==> src/ptm_pkg.sv <==
// How it works
// - Compare mode: clear on period match, both flags.
// - Clear-select high: clear on duty, duty flag only.
// - Period zero: overflow at maximum; duty zero: no duty flag.
// - Pin changes only on duty match or run bit rise in compare.
// - Pin function: none, low, high, toggle.
// - Run bit rise restores initial output level.
// - Timer/counter mode counts like compare, pin unused.
// - PWM: period match clears, duty sets width.
// - Period zero gives full-range PWM period.
// - Duty at or above period gives 100%.
// - PWM counting continues while pin forced.
// - PWM flags per match; level and invert bits.
// - Single pulse starts on run rise or trigger.
// - Duty match ends pulse, clears run, interrupts.
// - Single pulse: counter zeroed only at run rise.
// - Capture source: pin, trigger or filter output.
// - Capture edge: rising, falling, both, disabled; trigger source captures rising edges only.
// - Capture edge latches counter and interrupts.
// - Narrow instances: period value 10 bits wide.
`default_nettype none
package ptm_pkg;
  localparam logic [3:0] ADDR_CTRL    = 4'h0;
  localparam logic [3:0] ADDR_STATUS  = 4'h1;
  localparam logic [3:0] ADDR_PERIOD  = 4'h2;
  localparam logic [3:0] ADDR_DUTY    = 4'h3;
  localparam logic [3:0] ADDR_COUNT   = 4'h4;
  localparam logic [3:0] ADDR_CAPTURE = 4'h5;
  localparam int CTRL_RUN     = 0;
  localparam int CTRL_CLR_SEL = 1;
  localparam int CTRL_CAP_SRC = 2;
  localparam int CTRL_INVERT  = 3;
  localparam int CTRL_OUT_CTL = 4;
  localparam int CTRL_PINF_LO = 5;
  localparam int CTRL_MODE_LO = 7;
  localparam int CTRL_NF_SEL  = 9;
  localparam int STAT_DUTY    = 0;
  localparam int STAT_PERIOD  = 1;
  localparam int STAT_PIN     = 2;
  localparam logic [1:0] MODE_COMPARE = 2'h0;
  localparam logic [1:0] MODE_CAPTURE = 2'h1;
  localparam logic [1:0] MODE_PWM     = 2'h2;
  localparam logic [1:0] MODE_TIMER   = 2'h3;
  localparam logic [1:0] PINF_NONE    = 2'h0;
  localparam logic [1:0] PINF_LOW     = 2'h1;
  localparam logic [1:0] PINF_HIGH    = 2'h2;
  localparam logic [1:0] PINF_TOGGLE  = 2'h3;
  localparam logic [1:0] CAPE_RISE    = 2'h0;
  localparam logic [1:0] CAPE_FALL    = 2'h1;
  localparam logic [1:0] CAPE_BOTH    = 2'h2;
  localparam logic [9:0] CTRL_RESET   = 10'h000;
  localparam logic [15:0] VAL_RESET   = 16'h0000;
  typedef enum logic [1:0] {
    BUS_IDLE = 2'b01,
    BUS_ACK  = 2'b10
  } ptm_bus_e;
endpackage
`default_nettype wire

==> src/ptm_evt_if.sv <==
`timescale 1ns/10ps
`default_nettype none
interface ptm_evt_if;
  logic cap_raw;
  logic trig_raw;
  logic cap_rise;
  logic cap_fall;
  logic trig_rise;
  modport sync (input cap_raw, input trig_raw, output cap_rise, output cap_fall,
                output trig_rise);
  modport core (output cap_raw, output trig_raw, input cap_rise, input cap_fall,
                input trig_rise);
endinterface
`default_nettype wire

==> src/ptm_timer.sv <==
// The Avalon-MM interface to the registers and the address map are this design's own decisions.
`timescale 1ns/10ps
`default_nettype none
module ptm_timer #(
  parameter bit WIDE = 1'b1
) (
  // Clock, reset and enable
  input  wire logic        mclk_in,
  input  wire logic        sys_rst_in,
  input  wire logic        clk_en_in,
  // Avalon-MM slave
  input  wire logic [3:0]  avs_address_in,
  input  wire logic        avs_read_in,
  input  wire logic        avs_write_in,
  input  wire logic [31:0] avs_writedata_in,
  output logic [31:0]      avs_readdata_out,
  output logic             avs_waitrequest_out,
  // Timer pins
  input  wire logic        tick_in,
  input  wire logic        capture_pin_in,
  input  wire logic        external_trigger_pin_in,
  input  wire logic        noise_filter_input_in,
  output logic             timer_out,
  output logic             timer_irq_out
);
  localparam logic [15:0] CNT_MAX = WIDE ? 16'hFFFF : 16'h03FF;

  typedef struct packed {
    ptm_pkg::ptm_bus_e bus;
    logic [31:0]       rdata;
    logic [9:0]        ctrl;
    logic [15:0]       period_compare_value;
    logic [15:0]       duty_compare_value;
    logic [15:0]       count;
    logic [15:0]       capture;
    logic              duty_match_flag;
    logic              period_match_flag;
    logic              pin;
    logic              run_prev;
    logic              nf_s0;
    logic              nf_s1;
    logic              nf_prev;
  } ptm_state_s;

  ptm_state_s st_q;
  ptm_state_s st_d;
  ptm_evt_if  evt ();

  ptm_edge_sync u_sync (
    .mclk_in    (mclk_in),
    .sys_rst_in (sys_rst_in),
    .clk_en_in  (clk_en_in),
    .evt        (evt)
  );
  assign evt.cap_raw  = capture_pin_in;
  assign evt.trig_raw = external_trigger_pin_in;

  logic [1:0]  mode;
  logic [1:0]  pinf;
  logic        run;
  logic        run_rise;
  logic        tick;
  logic        duty_hit;
  logic        per_hit;
  logic        cap_r;
  logic        cap_f;
  logic        cap_evt;
  logic        wr;
  logic [15:0] wmask;
  logic        pwm_act;
  logic [15:0] cnt_next;
  logic [31:0] rd;

  assign mode     = st_q.ctrl[ptm_pkg::CTRL_MODE_LO +: 2];
  assign pinf     = st_q.ctrl[ptm_pkg::CTRL_PINF_LO +: 2];
  assign run      = st_q.ctrl[ptm_pkg::CTRL_RUN];
  assign run_rise = run & ~st_q.run_prev;
  assign tick     = tick_in & run;
  assign wmask    = CNT_MAX;
  assign wr       = avs_write_in && (st_q.bus == ptm_pkg::BUS_ACK);
  assign cnt_next = (st_q.count == CNT_MAX) ? 16'h0000 : st_q.count + 16'h0001;
  // Matches are detected on the registered count, so a flag appears one tick late.
  assign duty_hit = (st_q.duty_compare_value != 16'h0000) &&
                    (st_q.count == st_q.duty_compare_value);
  assign per_hit  = (st_q.count == ((st_q.period_compare_value == 16'h0000) ?
                    CNT_MAX : st_q.period_compare_value - 16'h0001));

  always_comb begin
    // Capture source: noise filter if selected, else pin or trigger.
    cap_r = st_q.ctrl[ptm_pkg::CTRL_NF_SEL] ? (st_q.nf_s1 & ~st_q.nf_prev) :
            st_q.ctrl[ptm_pkg::CTRL_CAP_SRC] ? evt.trig_rise : evt.cap_rise;
    cap_f = st_q.ctrl[ptm_pkg::CTRL_NF_SEL] ? (~st_q.nf_s1 & st_q.nf_prev) :
            st_q.ctrl[ptm_pkg::CTRL_CAP_SRC] ? 1'b0 : evt.cap_fall;
    case (pinf)
      ptm_pkg::CAPE_RISE: cap_evt = cap_r;
      ptm_pkg::CAPE_FALL: cap_evt = cap_f;
      ptm_pkg::CAPE_BOTH: cap_evt = cap_r | cap_f;
      default:            cap_evt = 1'b0;
    endcase
  end

  // PWM active while count is below duty; duty at or above period means always on.
  // A zero period spans the full counter range, which no duty value can reach.
  assign pwm_act = ((st_q.period_compare_value != 16'h0000) &&
                    (st_q.duty_compare_value >= st_q.period_compare_value)) ||
                   (st_q.count < st_q.duty_compare_value);

  always_comb begin
    st_d = st_q;
    st_d.run_prev = run;
    st_d.nf_s0    = noise_filter_input_in;
    st_d.nf_s1    = st_q.nf_s0;
    st_d.nf_prev  = st_q.nf_s1;
    // Write one to clear comes first, so a hardware set later in this cycle wins.
    if (wr && avs_address_in == ptm_pkg::ADDR_STATUS) begin
      if (avs_writedata_in[ptm_pkg::STAT_DUTY]) st_d.duty_match_flag = 1'b0;
      if (avs_writedata_in[ptm_pkg::STAT_PERIOD]) st_d.period_match_flag = 1'b0;
    end
    // Single pulse auto start from the trigger pin.
    if (mode == ptm_pkg::MODE_PWM && pinf == ptm_pkg::PINF_TOGGLE && evt.trig_rise) begin
      st_d.ctrl[ptm_pkg::CTRL_RUN] = 1'b1;
    end
    if (run_rise) begin
      st_d.count = 16'h0000;
      st_d.pin   = st_q.ctrl[ptm_pkg::CTRL_OUT_CTL];
    end else if (tick) begin
      case (mode)
        ptm_pkg::MODE_COMPARE, ptm_pkg::MODE_TIMER: begin
          if (st_q.ctrl[ptm_pkg::CTRL_CLR_SEL]) begin
            st_d.count = duty_hit ? 16'h0000 : cnt_next;
          end else begin
            st_d.count = per_hit ? 16'h0000 : cnt_next;
            if (per_hit) st_d.period_match_flag = 1'b1;
          end
          if (duty_hit) begin
            st_d.duty_match_flag = 1'b1;
            if (mode == ptm_pkg::MODE_COMPARE) begin
              case (pinf)
                ptm_pkg::PINF_LOW:    st_d.pin = 1'b0;
                ptm_pkg::PINF_HIGH:   st_d.pin = 1'b1;
                ptm_pkg::PINF_TOGGLE: st_d.pin = ~st_q.pin;
                default:              st_d.pin = st_q.pin;
              endcase
            end
          end
        end
        ptm_pkg::MODE_PWM: begin
          if (pinf == ptm_pkg::PINF_TOGGLE) begin
            st_d.count = cnt_next;
            if (duty_hit) begin
              st_d.duty_match_flag = 1'b1;
              st_d.ctrl[ptm_pkg::CTRL_RUN] = 1'b0;
            end
          end else begin
            st_d.count = per_hit ? 16'h0000 : cnt_next;
            if (per_hit) st_d.period_match_flag = 1'b1;
            if (duty_hit) st_d.duty_match_flag = 1'b1;
          end
        end
        default: begin
          st_d.count = per_hit ? 16'h0000 : cnt_next;
          if (per_hit) st_d.period_match_flag = 1'b1;
        end
      endcase
    end
    if (mode == ptm_pkg::MODE_CAPTURE && run && cap_evt) begin
      st_d.capture = st_q.count;
      st_d.duty_match_flag = 1'b1;
    end
    // Bus slave: one wait state, then the answer.
    case (st_q.bus)
      ptm_pkg::BUS_IDLE: begin
        if (avs_read_in || avs_write_in) st_d.bus = ptm_pkg::BUS_ACK;
      end
      ptm_pkg::BUS_ACK: st_d.bus = ptm_pkg::BUS_IDLE;
      default:          st_d.bus = ptm_pkg::BUS_IDLE;
    endcase
    if (avs_read_in && st_q.bus == ptm_pkg::BUS_IDLE) st_d.rdata = rd;
    if (wr) begin
      case (avs_address_in)
        ptm_pkg::ADDR_CTRL:   st_d.ctrl = avs_writedata_in[9:0];
        ptm_pkg::ADDR_PERIOD: st_d.period_compare_value = avs_writedata_in[15:0] & wmask;
        ptm_pkg::ADDR_DUTY:   st_d.duty_compare_value = avs_writedata_in[15:0] & wmask;
        default: st_d.bus = st_d.bus;
      endcase
    end
  end

  always_comb begin
    rd = 32'h0000_0000;
    case (avs_address_in)
      ptm_pkg::ADDR_CTRL:    rd[9:0] = st_q.ctrl;
      ptm_pkg::ADDR_STATUS:  rd[2:0] = {st_q.pin, st_q.period_match_flag,
                                        st_q.duty_match_flag};
      ptm_pkg::ADDR_PERIOD:  rd[15:0] = st_q.period_compare_value;
      ptm_pkg::ADDR_DUTY:    rd[15:0] = st_q.duty_compare_value;
      ptm_pkg::ADDR_COUNT:   rd[15:0] = st_q.count;
      ptm_pkg::ADDR_CAPTURE: rd[15:0] = st_q.capture;
      default:               rd = 32'h0000_0000;
    endcase
  end

  always_ff @(posedge mclk_in or posedge sys_rst_in) begin
    if (sys_rst_in) begin
      st_q <= '0;
      st_q.bus <= ptm_pkg::BUS_IDLE;
    end else if (clk_en_in) begin
      st_q <= st_d;
    end
  end

  always_comb begin
    timer_out = st_q.pin;
    if (mode == ptm_pkg::MODE_PWM) begin
      case (pinf)
        ptm_pkg::PINF_NONE:   timer_out = ~st_q.ctrl[ptm_pkg::CTRL_OUT_CTL];
        ptm_pkg::PINF_LOW:    timer_out = st_q.ctrl[ptm_pkg::CTRL_OUT_CTL];
        ptm_pkg::PINF_HIGH:   timer_out = pwm_act ~^ st_q.ctrl[ptm_pkg::CTRL_OUT_CTL];
        default:              timer_out = run ~^ st_q.ctrl[ptm_pkg::CTRL_OUT_CTL];
      endcase
    end else if (mode != ptm_pkg::MODE_COMPARE) begin
      timer_out = 1'b0;
    end
    timer_out = timer_out ^ st_q.ctrl[ptm_pkg::CTRL_INVERT];
  end

  assign timer_irq_out       = st_q.duty_match_flag | st_q.period_match_flag;
  assign avs_readdata_out    = st_q.rdata;
  assign avs_waitrequest_out = (avs_read_in | avs_write_in) && (st_q.bus != ptm_pkg::BUS_ACK);
endmodule
`default_nettype wire

==> src/ptm_edge_sync.sv <==
`timescale 1ns/10ps
`default_nettype none
module ptm_edge_sync (
  // Clock and reset
  input  wire logic mclk_in,
  input  wire logic sys_rst_in,
  input  wire logic clk_en_in,
  // Events
  ptm_evt_if.sync   evt
);
  typedef struct packed {
    logic [1:0] cap_sync;
    logic [1:0] trig_sync;
    logic       cap_prev;
    logic       trig_prev;
  } ptm_sync_s;
  ptm_sync_s st_q;
  ptm_sync_s st_d;
  always_comb begin
    st_d = st_q;
    st_d.cap_sync  = {st_q.cap_sync[0], evt.cap_raw};
    st_d.trig_sync = {st_q.trig_sync[0], evt.trig_raw};
    st_d.cap_prev  = st_q.cap_sync[1];
    st_d.trig_prev = st_q.trig_sync[1];
  end
  always_ff @(posedge mclk_in or posedge sys_rst_in) begin
    if (sys_rst_in) begin
      st_q <= '0;
    end else if (clk_en_in) begin
      st_q <= st_d;
    end
  end
  assign evt.cap_rise  = st_q.cap_sync[1] & ~st_q.cap_prev;
  assign evt.cap_fall  = ~st_q.cap_sync[1] & st_q.cap_prev;
  assign evt.trig_rise = st_q.trig_sync[1] & ~st_q.trig_prev;
endmodule
`default_nettype wire

==> config.mk <==
export PLATFORM = sky130hd
export DESIGN_NAME = ptm_timer
export DESIGN_NICKNAME = d
export VERILOG_FILES = /design/src/ptm_pkg.sv /design/src/ptm_evt_if.sv /design/src/ptm_timer.sv /design/src/ptm_edge_sync.sv
export SDC_FILE = /design/constraint.sdc
export NUM_CORES = 1
export LEC_CHECK = 0
export ABC_AREA = 1
export BUFFER_PORTS_ARGS = -buffer_cell sky130_fd_sc_hd__buf_2
export CORE_ASPECT_RATIO = 1.5
export CORE_MARGIN = 3
export CORE_UTILIZATION = 56
export CTS_CLUSTER_DIAMETER = 100
export DETAILED_ROUTE_END_ITERATION = 12
export PLACE_DENSITY_LB_ADDON = 0.05
export SLEW_MARGIN = 20
export SYNTH_ARGS = -nofsm -noshare
export SYNTH_HDL_FRONTEND = slang
export SYNTH_HIERARCHICAL = 1
export SYNTH_SLANG_ARGS = --single-unit
==> constraint.sdc <==
create_clock -name mclk_in -period 3.3 [get_ports mclk_in]
set_clock_uncertainty 0.05 [all_clocks]
set_input_delay 0.33 -clock mclk_in [delete_from_list [all_inputs] [get_ports mclk_in]]
set_output_delay 0.33 -clock mclk_in [all_outputs]
set_load 0.005 [all_outputs]
# Word-level counts from Yosys, hierarchy flattened
# Index checks and enable logic that the tools add are counted.
[classes] add_sub_neg=2 n_lt_le_gt_ge=2 eq_ne=18 n_mux=49 n_bitwise=21 n_reduce_logical=34
[op_table] cell="$mux 16" count=10
[op_table] cell="$pmux 7 s5" count=1
[op_table] cell="$mux 33" count=1
[op_table] cell="$eq 16x16->1" count=2
[op_table] cell="$pmux 16 s2" count=1
[op_table] cell="$reduce_bool 16->1" count=2
[op_table] cell="$mux 1" count=25
[op_table] cell="$pmux 6 s4" count=1
[op_table] cell="$pmux 3 s6" count=1
[op_table] cell="$add 16x1->16 const B" count=1
[op_table] cell="$eq 16x16->1 const B" count=1
[op_table] cell="$ge 16x16->1" count=1
[op_table] cell="$logic_not 16->1" count=1
[op_table] cell="$lt 16x16->1" count=1
[op_table] cell="$sub 16x1->16 const B" count=1
[op_table] cell="$eq 2x2->1 const B" count=5
[op_table] cell="$logic_and 1x1->1" count=10
[op_table] cell="$reduce_bool 2->1" count=5
[op_table] cell="$pmux 1 s3" count=3
[op_table] cell="$reduce_and 3->1" count=3
[op_table] cell="$eq 4x2->1 const B" count=2
[op_table] cell="$eq 4x3->1 const B" count=2
[op_table] cell="$mux 2" count=4
[op_table] cell="$not 1->1" count=8
[op_table] cell="other kinds (17)" count=34
[word_totals] register_bits=105 input_bits=45 output_inout_bits=35 elab_cells=145

# Logic depth before layout (Yosys ltp)
# Gate-level depths: netlist of the first run.
[depth] word_depth=11 mapped_depth=18 ltp_nobuf=18

# Cells and area by module
# Netlist of the first run, hierarchy kept.
[by_module_without_submodules] mod="ptm_timer" instances=1 cells_each=935 area_per_inst_um2=6840.3 seq_area_each_um2=2478.6
[by_module_without_submodules] mod="ptm_edge_sync" instances=1 cells_each=32 area_per_inst_um2=247.7 seq_area_each_um2=150.1

# Worst setup path after synthesis of the first run
# No wires, ideal clock.
[synth_path] path_kind="flip-flop to flip-flop" start="register st_q[55] in the netlist's numbering" end="register st_q[26] in the netlist's numbering" setup_time_ps=130 arrival_time_ps=2112 t_required_ps=3120 path_slack_ps=1008 path_stages_with_launch=18 path_buffers=2 synth_period_minus_slack_ps=2292 cell_sequence="dfrtp_1 inv_1 ha_1 nand2_2 nor2_1 nand2_2 buf_6 nand3_2 nand2_1 nor2_2 nand4_2 nor2_4 nand3_1 nand2_1 nand3_2 buf_6 nand3_1 o21ai_1"
[synth_via] elab_chain_cells=8 elab_cells_between_ends=10 cone_classes="add/sub (1); eq/ne (1); mux (7); reduce/logical (1)"
[synth_lines] element="start, declared" line="ptm_timer.sv:45" source="ptm_state_s st_q;"
[synth_lines] element="start signal, assigned" line="ptm_timer.sv:208" source="st_q <= st_d;"
[synth_lines] element="$sub 16x1->16 / $logic_not 16->1 (equally long branches)" line="ptm_timer.sv:86, ptm_timer.sv:85"
[synth_lines] element="$mux 16 (*)" line="ptm_timer.sv:85" source="assign per_hit = (st_q.count == ((st_q.period_compare_value == 16'h0000) ?"
[synth_lines] element="$eq 16x16->1 (*)" line="ptm_timer.sv:85"
[synth_lines] element="$mux 16 (*)" line="ptm_timer.sv:132, ptm_timer.sv:155, ptm_timer.sv:161"
[synth_lines] element="$mux 16, on equally long branches" line="ptm_timer.sv:148, ptm_timer.sv:129"
[synth_lines] element="$pmux 16 s2 (*)" line="ptm_timer.sv:127" source="case (mode)"
[synth_lines] element="$mux 16 (*)" line="ptm_timer.sv:126" source="end else if (tick) begin"
[synth_lines] element="$mux 16 (*)" line="ptm_timer.sv:123" source="if (run_rise) begin"
# Mark *: on every way between the ends. The rest lies on a longest branch, timed or not. The select of a mux whose other input is x is not followed.
# A chain may end at the register's enable or synchronous reset.

# Worst setup path after layout of the first run
[layout_path] start="register st_q[46] in the netlist's numbering" end="output timer_out"
[layout_via] elab_chain_cells=7 elab_cells_between_ends=8 cone_classes="order compare (2); mux (2); bitwise (2); reduce/logical (2)"
[layout_lines] element="$ge 16x16->1" line="ptm_timer.sv:105" source="(st_q.duty_compare_value >= st_q.period_compare_value)) ||"
[layout_lines] element="$logic_and 1x1->1" line="ptm_timer.sv:104" source="assign pwm_act = ((st_q.period_compare_value != 16'h0000) &&"
[layout_lines] element="$logic_or 1x1->1 (*)" line="ptm_timer.sv:105"
[layout_lines] element="$xnor 1x1->1 (*)" line="ptm_timer.sv:218" source="ptm_pkg::PINF_HIGH: timer_out = pwm_act ~^ st_q.ctrl[ptm_pkg::CTRL_OUT_CTL];"
[layout_lines] element="$pmux 1 s3 (*)" line="ptm_timer.sv:215" source="case (pinf)"
[layout_lines] element="$mux 1 (*)" line="ptm_timer.sv:214" source="if (mode == ptm_pkg::MODE_PWM) begin"
[layout_lines] element="$xor 1x1->1 (*)" line="ptm_timer.sv:224" source="timer_out = timer_out ^ st_q.ctrl[ptm_pkg::CTRL_INVERT];"
[layout_lines] element="end, declared" line="ptm_timer.sv:23" source="output logic timer_out,"
# Mark *: on every way between the ends. The rest lies on a longest branch, timed or not.

==> results of run 1 <==
[routing by layer]
| metal | vias to the layer above | global-route usage [%] |
|---|---|---|
| met5 | - | 0 |
| met4 | 0 | 21.7 |
| met3 | 87 | 4.08 |
| met2 | 269 | 55.1 |
| met1 | 3135 | 35.4 |
| li1 | 3230 | - |
[layout by cell type (no fill, tap or decap), drive strengths merged, types with 2 or more instances in the layout]
cell type	synthesis	final
a21oi	33	33
a221oi	6	6
buf	36	66
bufinv	0	2
clkbuf	19	9
clkinv	2	3
conb	1	16
dfrtp	104	104
ha	42	42
inv	119	122
nand2	252	252
nand3	67	67
nand3b	6	6
nand4	24	24
nor2	65	65
nor3	14	14
nor4	8	8
o211ai	2	2
o21a	3	3
o21ai	119	119
o221ai	7	7
o22ai	8	8
or2	3	3
xor2	14	14
[per-stage QoR]
step                std cells  hold WS, ns  power (mW)  setup WS [ns]  utilization, %
finish                   1163        0.116        4.52          0.281            63.3
global route             1163        0.134        4.81         0.0267            63.3
CTS                      1163        0.117        4.48          0.213            63.2
detailed placement       1146        0.238        3.25          0.392            60.4
global placement         1146        0.232        3.23          0.428            60.4
floorplan                 982       0.0710        2.80          0.331               -
[cell usage after synthesis, types with 14 or more instances]
library cell  instances  area, um2
nand3_1              65        325
xor2_1               14        123
nor2_1               56        210
nand4_1              23        144
inv_1               117        439
dfrtp_1             104       2600
buf_4                33        248
nand2_1             249        935
o21ai_0             113        566
a21oi_1              33        165
clkbuf_1             19       71.3
ha_1                 42        526
[critical path, cell delays in order (launching register included)]
cell and delay (ns):
dfrtp_1 0.51, inv_1 0.08, ha_1 0.31, a21oi_1 0.14, o21ai_0 0.10, o21bai_1 0.18
a21oi_1 0.14, o21ai_0 0.17, nand3_1 0.11, nand2_1 0.07, nand3b_1 0.09, nand3_1 0.10
nand2_1 0.07, nand2_1 0.04, nand2_1 0.07, buf_2 0.11
[worst paths after layout]
kind / end / cells past startpoint
worst min-delay path: u_sync/st_d[3]$_DFFE_PP0P_ / 3
max in group asynchronous: avs_readdata_out[13]$_DFFE_PP0P_ / 4
worst max-delay path: timer_out / 15
worst min register to register: avs_readdata_out[2]$_DFFE_PP0P_ / 2
min in group asynchronous: u_sync/st_q[0]$_DFFE_PP0P_ / 3
worst max register to register: st_q[27]$_DFFE_PP0P_ / 14
[where the power goes]
part           internal (mW)  switching (mW)
sequential              1.43           0.228
clock                  0.683           0.539
combinational          0.576            1.07
total                   2.69            1.83
[layout make-up]
cell class / count / area [um2] / area share, %
clock buffer: 9 / 225 / 2.92
clock inverter: 7 / 110 / 1.43
inverter: 121 / 457 / 5.91
multi-input combinational: 701 / 3720 / 48.2
sequential: 105 / 2630 / 34.0
tap: 153 / 191 / 2.48
timing repair buffer: 67 / 388 / 5.02
[cell families after synthesis]
| logic type | count (synthesis) | share of synthesized area, % |
|---|---|---|
| compound gates | 186 | 14.5 |
| xor+xnor | 16 | 2.17 |
| fa+ha+maj | 42 | 7.41 |
| buf+inv | 176 | 11.3 |
| flops | 105 | 37.1 |
| other cells | 1 | 0.0529 |
| simple gates | 441 | 27.5 |
[sequential cells by signal (all words and copies together) (netlist names)]
name and cells:
st_q 76, pinf 2, st_d 2, u_sync/st_d 4, u_sync/st_q 2, run 1, avs_readdata_out 16, mode 2
[timing repair]
item                                    in CTS  in global routing
gates resized for setup                      0                  2
hold endpoints to repair                     6                  0
endpoints found under the setup margin       0                  1
hold buffers                                 1                  0
==> impl_metrics.json, run 1 <==
{
  "grt_pass1_wl_um": 34300,
  "crit_fanout": 5,
  "clk_path_buf_depth": 2,
  "wl_met1_um": 8090,
  "crit_path_end_kind": "output port",
  "max-vdd-ir-drop_v": 0.000314,
  "hpwl_um": 16400,
  "antenna_found_initial": 0,
  "finalCritPeriodShare_pct": 91.5,
  "wl_met2_um": 10500,
  "htree_levels": 3,
  "dr.pass1.iters": 6,
  "cts_setup_buffers": 0,
  "fin_crit_ns": 3.02,
  "power_density_nw_per_um2": 585,
  "n_antenna_cell": 0,
  "fin_nets": 1092,
  "grt-ovfl-total": 0,
  "place_area_um2": 7370,
  "fmax_ghz": 0.331,
  "drt-initial-drc-count": 387,
  "wl_per_cell_um": 18.3,
  "syn2layout_area_growth_pct": 8.99,
  "path_class": "reg2out",
  "setup_viol": 0,
  "clk_pin_slew_worst_paths_ns": 0.08,
  "core_um2": 12200,
  "fill_cells": 1184,
  "numCtsBuffers": 9,
  "syn-cell-area_um2": 7090,
  "r2r_setup_slack_ns": 0.37,
  "gp_congestion": 0.971,
  "fin_area_um2": 7720,
  "io_pins": 80,
  "hp-class": "in2reg",
  "finalWirelength_um": 21200,
  "tns_ns": 0,
  "port_buffers": 47,
  "async_flop_share_pct": 100,
  "start_util_pct": 58.1,
  "ys.flop_type": "dfrtp_1",
  "cp-startpoint": "st_q[46]$_DFFE_PP0P_",
  "clk_latency_ns": 0.36,
  "synth_edf_count": 0,
  "die_area_um2": 14100,
  "track_usage_pct": 31.4,
  "relSlewSlack_pct": 39.2,
  "grt_setup_unrepaired": "no",
  "worst_ep_arrival_time_ns": 2.64,
  "drv_cap": 0,
  "via_per_inst": 5.78,
  "cts_tree": "done",
  "clockRootBuffer": "clkbuf_16",
  "netlist_instances": 967,
  "tightest_slew_ns": 0.910,
  "cts_sinks": 105,
  "required_ns": 2.92,
  "maxSlewViolCount": 0,
  "synth-seq-area-share_pct": 37.1,
  "rr_startpoint": "st_q[56]$_DFFE_PP0P_",
  "row_count": 49,
  "yosys_warnings": 6,
  "hold_viol_final": 0,
  "ys_ff_latch": 105,
  "drc": 0,
  "grt_max_degree": 52,
  "synth_cell_types": 47,
  "p_leak_nw": 3.81,
  "status": "finished clean",
  "hp-start": "external_trigger_pin_in",
  "crit_path_start_kind": "register",
  "layout-drive-gt1-share_pct": 10.7,
  "die_h_um": 144,
  "first_global_vias": 6710,
  "top_layer_used": "met4",
  "wl_met3_um": 1150,
  "via_count": 6721,
  "die_w_um": 97.9,
  "syn_avg_cell_area_um2": 7.33,
  "ant_nets": 0
}
Power figures use the tool's default switching activity.
==> run 2: changes to the inputs <==
--- a/config.mk
+++ b/config.mk
@@ -9,7 +9,8 @@
 export BUFFER_PORTS_ARGS = -buffer_cell sky130_fd_sc_hd__buf_2
 export CORE_ASPECT_RATIO = 1.5
 export CORE_MARGIN = 3
-export CORE_UTILIZATION = 56
+export CORE_UTILIZATION = 41
+export CTS_BUF_LIST = sky130_fd_sc_hd__clkbuf_2
 export CTS_CLUSTER_DIAMETER = 100
 export DETAILED_ROUTE_END_ITERATION = 12
 export PLACE_DENSITY_LB_ADDON = 0.05
==> impl_metrics.json, run 2 (synthesis gave the netlist of run 1 again) <==
{
  "status": "finished clean",
  "grt-ovfl-total": 0,
  "crit_fanout": 4,
  "clockRootBuffer": "clkbuf_2",
  "die_w_um": 113,
  "htree_levels": 3,
  "layout-drive-gt1-share_pct": 17.6,
  "required_ns": 2.92,
  "row_count": 58,
  "crit_path_start_kind": "register",
  "grt_use_met3_pct": 2.87,
  "io_pins": 80,
  "syn2layout_area_growth_pct": 16.4,
  "grt_setup_unrepaired": "yes",
  "via_per_inst": 5.34,
  "wl_per_cell_um": 18.4,
  "crit_path_max_incr_delay_ns": 0.49,
  "path_cells": "inv_2 > ha_1 > nand2_1 > o21a_1 > o21bai_1 > a21oi_1 > o21ai_2 > nand3_1 > nand2_1 > nand2_1 > nand2_1 > nand3_1 > nand2_1 > nand2_1 > nand2_1 > buf_2",
  "grt.busiest_layer": "met2",
  "start_util_pct": 42.1,
  "via_count": 6799,
  "fin_crit_ns": 3.16,
  "cts_sinks": 105,
  "crit_path_end_kind": "output port",
  "tightest_slew_ns": 0.921,
  "grt_pass1_wl_um": 36900,
  "hp-class": "in2reg",
  "core_um2": 16800,
  "cts_tree": "done",
  "met1_usage_pct": 29.4,
  "numCtsBuffers": 9,
  "finalPower_mw": 4.41,
  "gp_congestion": 0.895,
  "clk_pin_slew_worst_paths_ns": 0.29,
  "tns_ns": 0,
  "fin_nets": 1145,
  "port_buffers": 47,
  "first_global_vias": 6815,
  "relSlewSlack_pct": 38.4,
  "final_common_cell": "nand2_1",
  "hpwl_um": 17900,
  "setup_viol": 0,
  "die_area_um2": 18900,
  "fmax_ghz": 0.317,
  "finish.utilization_pct": 49.0,
  "finalWirelength_um": 23500,
  "grt_use_met2_pct": 45.8,
  "drt-initial-drc-count": 452,
  "p_leak_nw": 3.99,
  "ant_nets": 0,
  "cp_slowest_cell": "dfrtp_1",
  "layout_common_cells": "249 x nand2_1, 110 x o21ai_0, 107 x inv_1",
  "antenna_found_initial": 1,
  "die_h_um": 167,
  "clk_latency_ns": 0.63,
  "grt_max_degree": 54,
  "top_register": "st_q",
  "worst_ep_arrival_time_ns": 2.78,
  "power_density_nw_per_um2": 535,
  "fill_cells": 1780,
  "crit_path_frequent_cell": "nand2_1",
  "drv_cap": 0,
  "r2r_setup_slack_ns": 0.42,
  "hold_viol_final": 0,
  "dr.pass1.iters": 7,
  "drc": 0,
  "track_usage_pct": 25.5,
  "path_class": "reg2out",
  "clk_path_buf_depth": 2,
  "finalCritPeriodShare_pct": 95.6,
  "max-vdd-ir-drop_v": 0.000341,
  "maxSlewViolCount": 0,
  "largest_reg_flops": 76
}
run 2: changes by cell type in the layout (fill, tap and decap cells not counted), sizes merged:
cell,before,now
buf,66,97
bufinv,2,3
clkinv,3,4
clkinvlp,1,0
diode,0,1
dlygate4sd3,1,23
inv,122,121
run 2: final timing paths:
| kind | to | start | depth (start not counted) |
|---|---|---|---|
| worst min-delay path | u_sync/st_d[0]$_DFFE_PP0P_ | clk_en_in | 4 |
| worst max register to register | st_q[27]$_DFFE_PP0P_ | st_q[60]$_DFFE_PP0P_ | 14 |
| max in group asynchronous | st_q[113]$_DFFE_PP1P_ | sys_rst_in | 4 |
| worst max-delay path | timer_out | st_q[41]$_DFFE_PP0P_ | 16 |
| worst min register to register | u_sync/st_d[0]$_DFFE_PP0P_ | u_sync/st_d[3]$_DFFE_PP0P_ | 2 |
| min in group asynchronous | u_sync/st_d[0]$_DFFE_PP0P_ | sys_rst_in | 3 |
run 2: cell type report:
cell class,instances,area [um2],area share [%]
multi-input combinational,701,3850,46.7
sequential,105,2660,32.2
timing repair buffer,120,853,10.3
inverter,121,459,5.56
tap,210,263,3.18
clock inverter,7,116,1.41
clock buffer,9,45.0,0.546
antenna,1,2.50,0.0303
run 2: per-stage QoR:
step	setup WS (ns)	std cells	cell area, um2	hold WS (ns)
after floorplan	0.331	982	7140	0.0710
after global placement	0.359	1204	7460	0.236
after detailed placement	0.359	1204	7460	0.238
after CTS	0.00374	1247	7910	0.0113
after global routing	-0.0747	1274	8250	0.0117
final	0.144	1274	8250	0.0547
run 2: per-layer routing:
| metal | part of all wire, % | vias to the layer above |
|---|---|---|
| met5 | 0 | - |
| met4 | 5.6 | 0 |
| met3 | 3.8 | 55 |
| met2 | 52 | 197 |
| met1 | 39 | 3205 |
| li1 | - | 3342 |
run 2: timing repair:
item | CTS | global route
gates resized for setup | 14 | 44
hold buffers | 23 | 0
endpoints found under the setup margin | 1 | 1
pin swaps | 0 | 5
setup buffers | 4 | 26
hold endpoints to repair | 103 | 0
run 2: power breakdown:
part	internal (mW)	switching [mW]
Combinational	0.778	1.18
Sequential	1.44	0.222
Clock	0.328	0.463
Total	2.55	1.86
run 2: worst max-delay path: cells and delay by family (launching register included):
family          cells  cell delay, ns
flops               1            0.49
fa+ha+maj           1            0.28
compound gates      4            0.60
buf+inv             2            0.19
simple gates        9            0.60
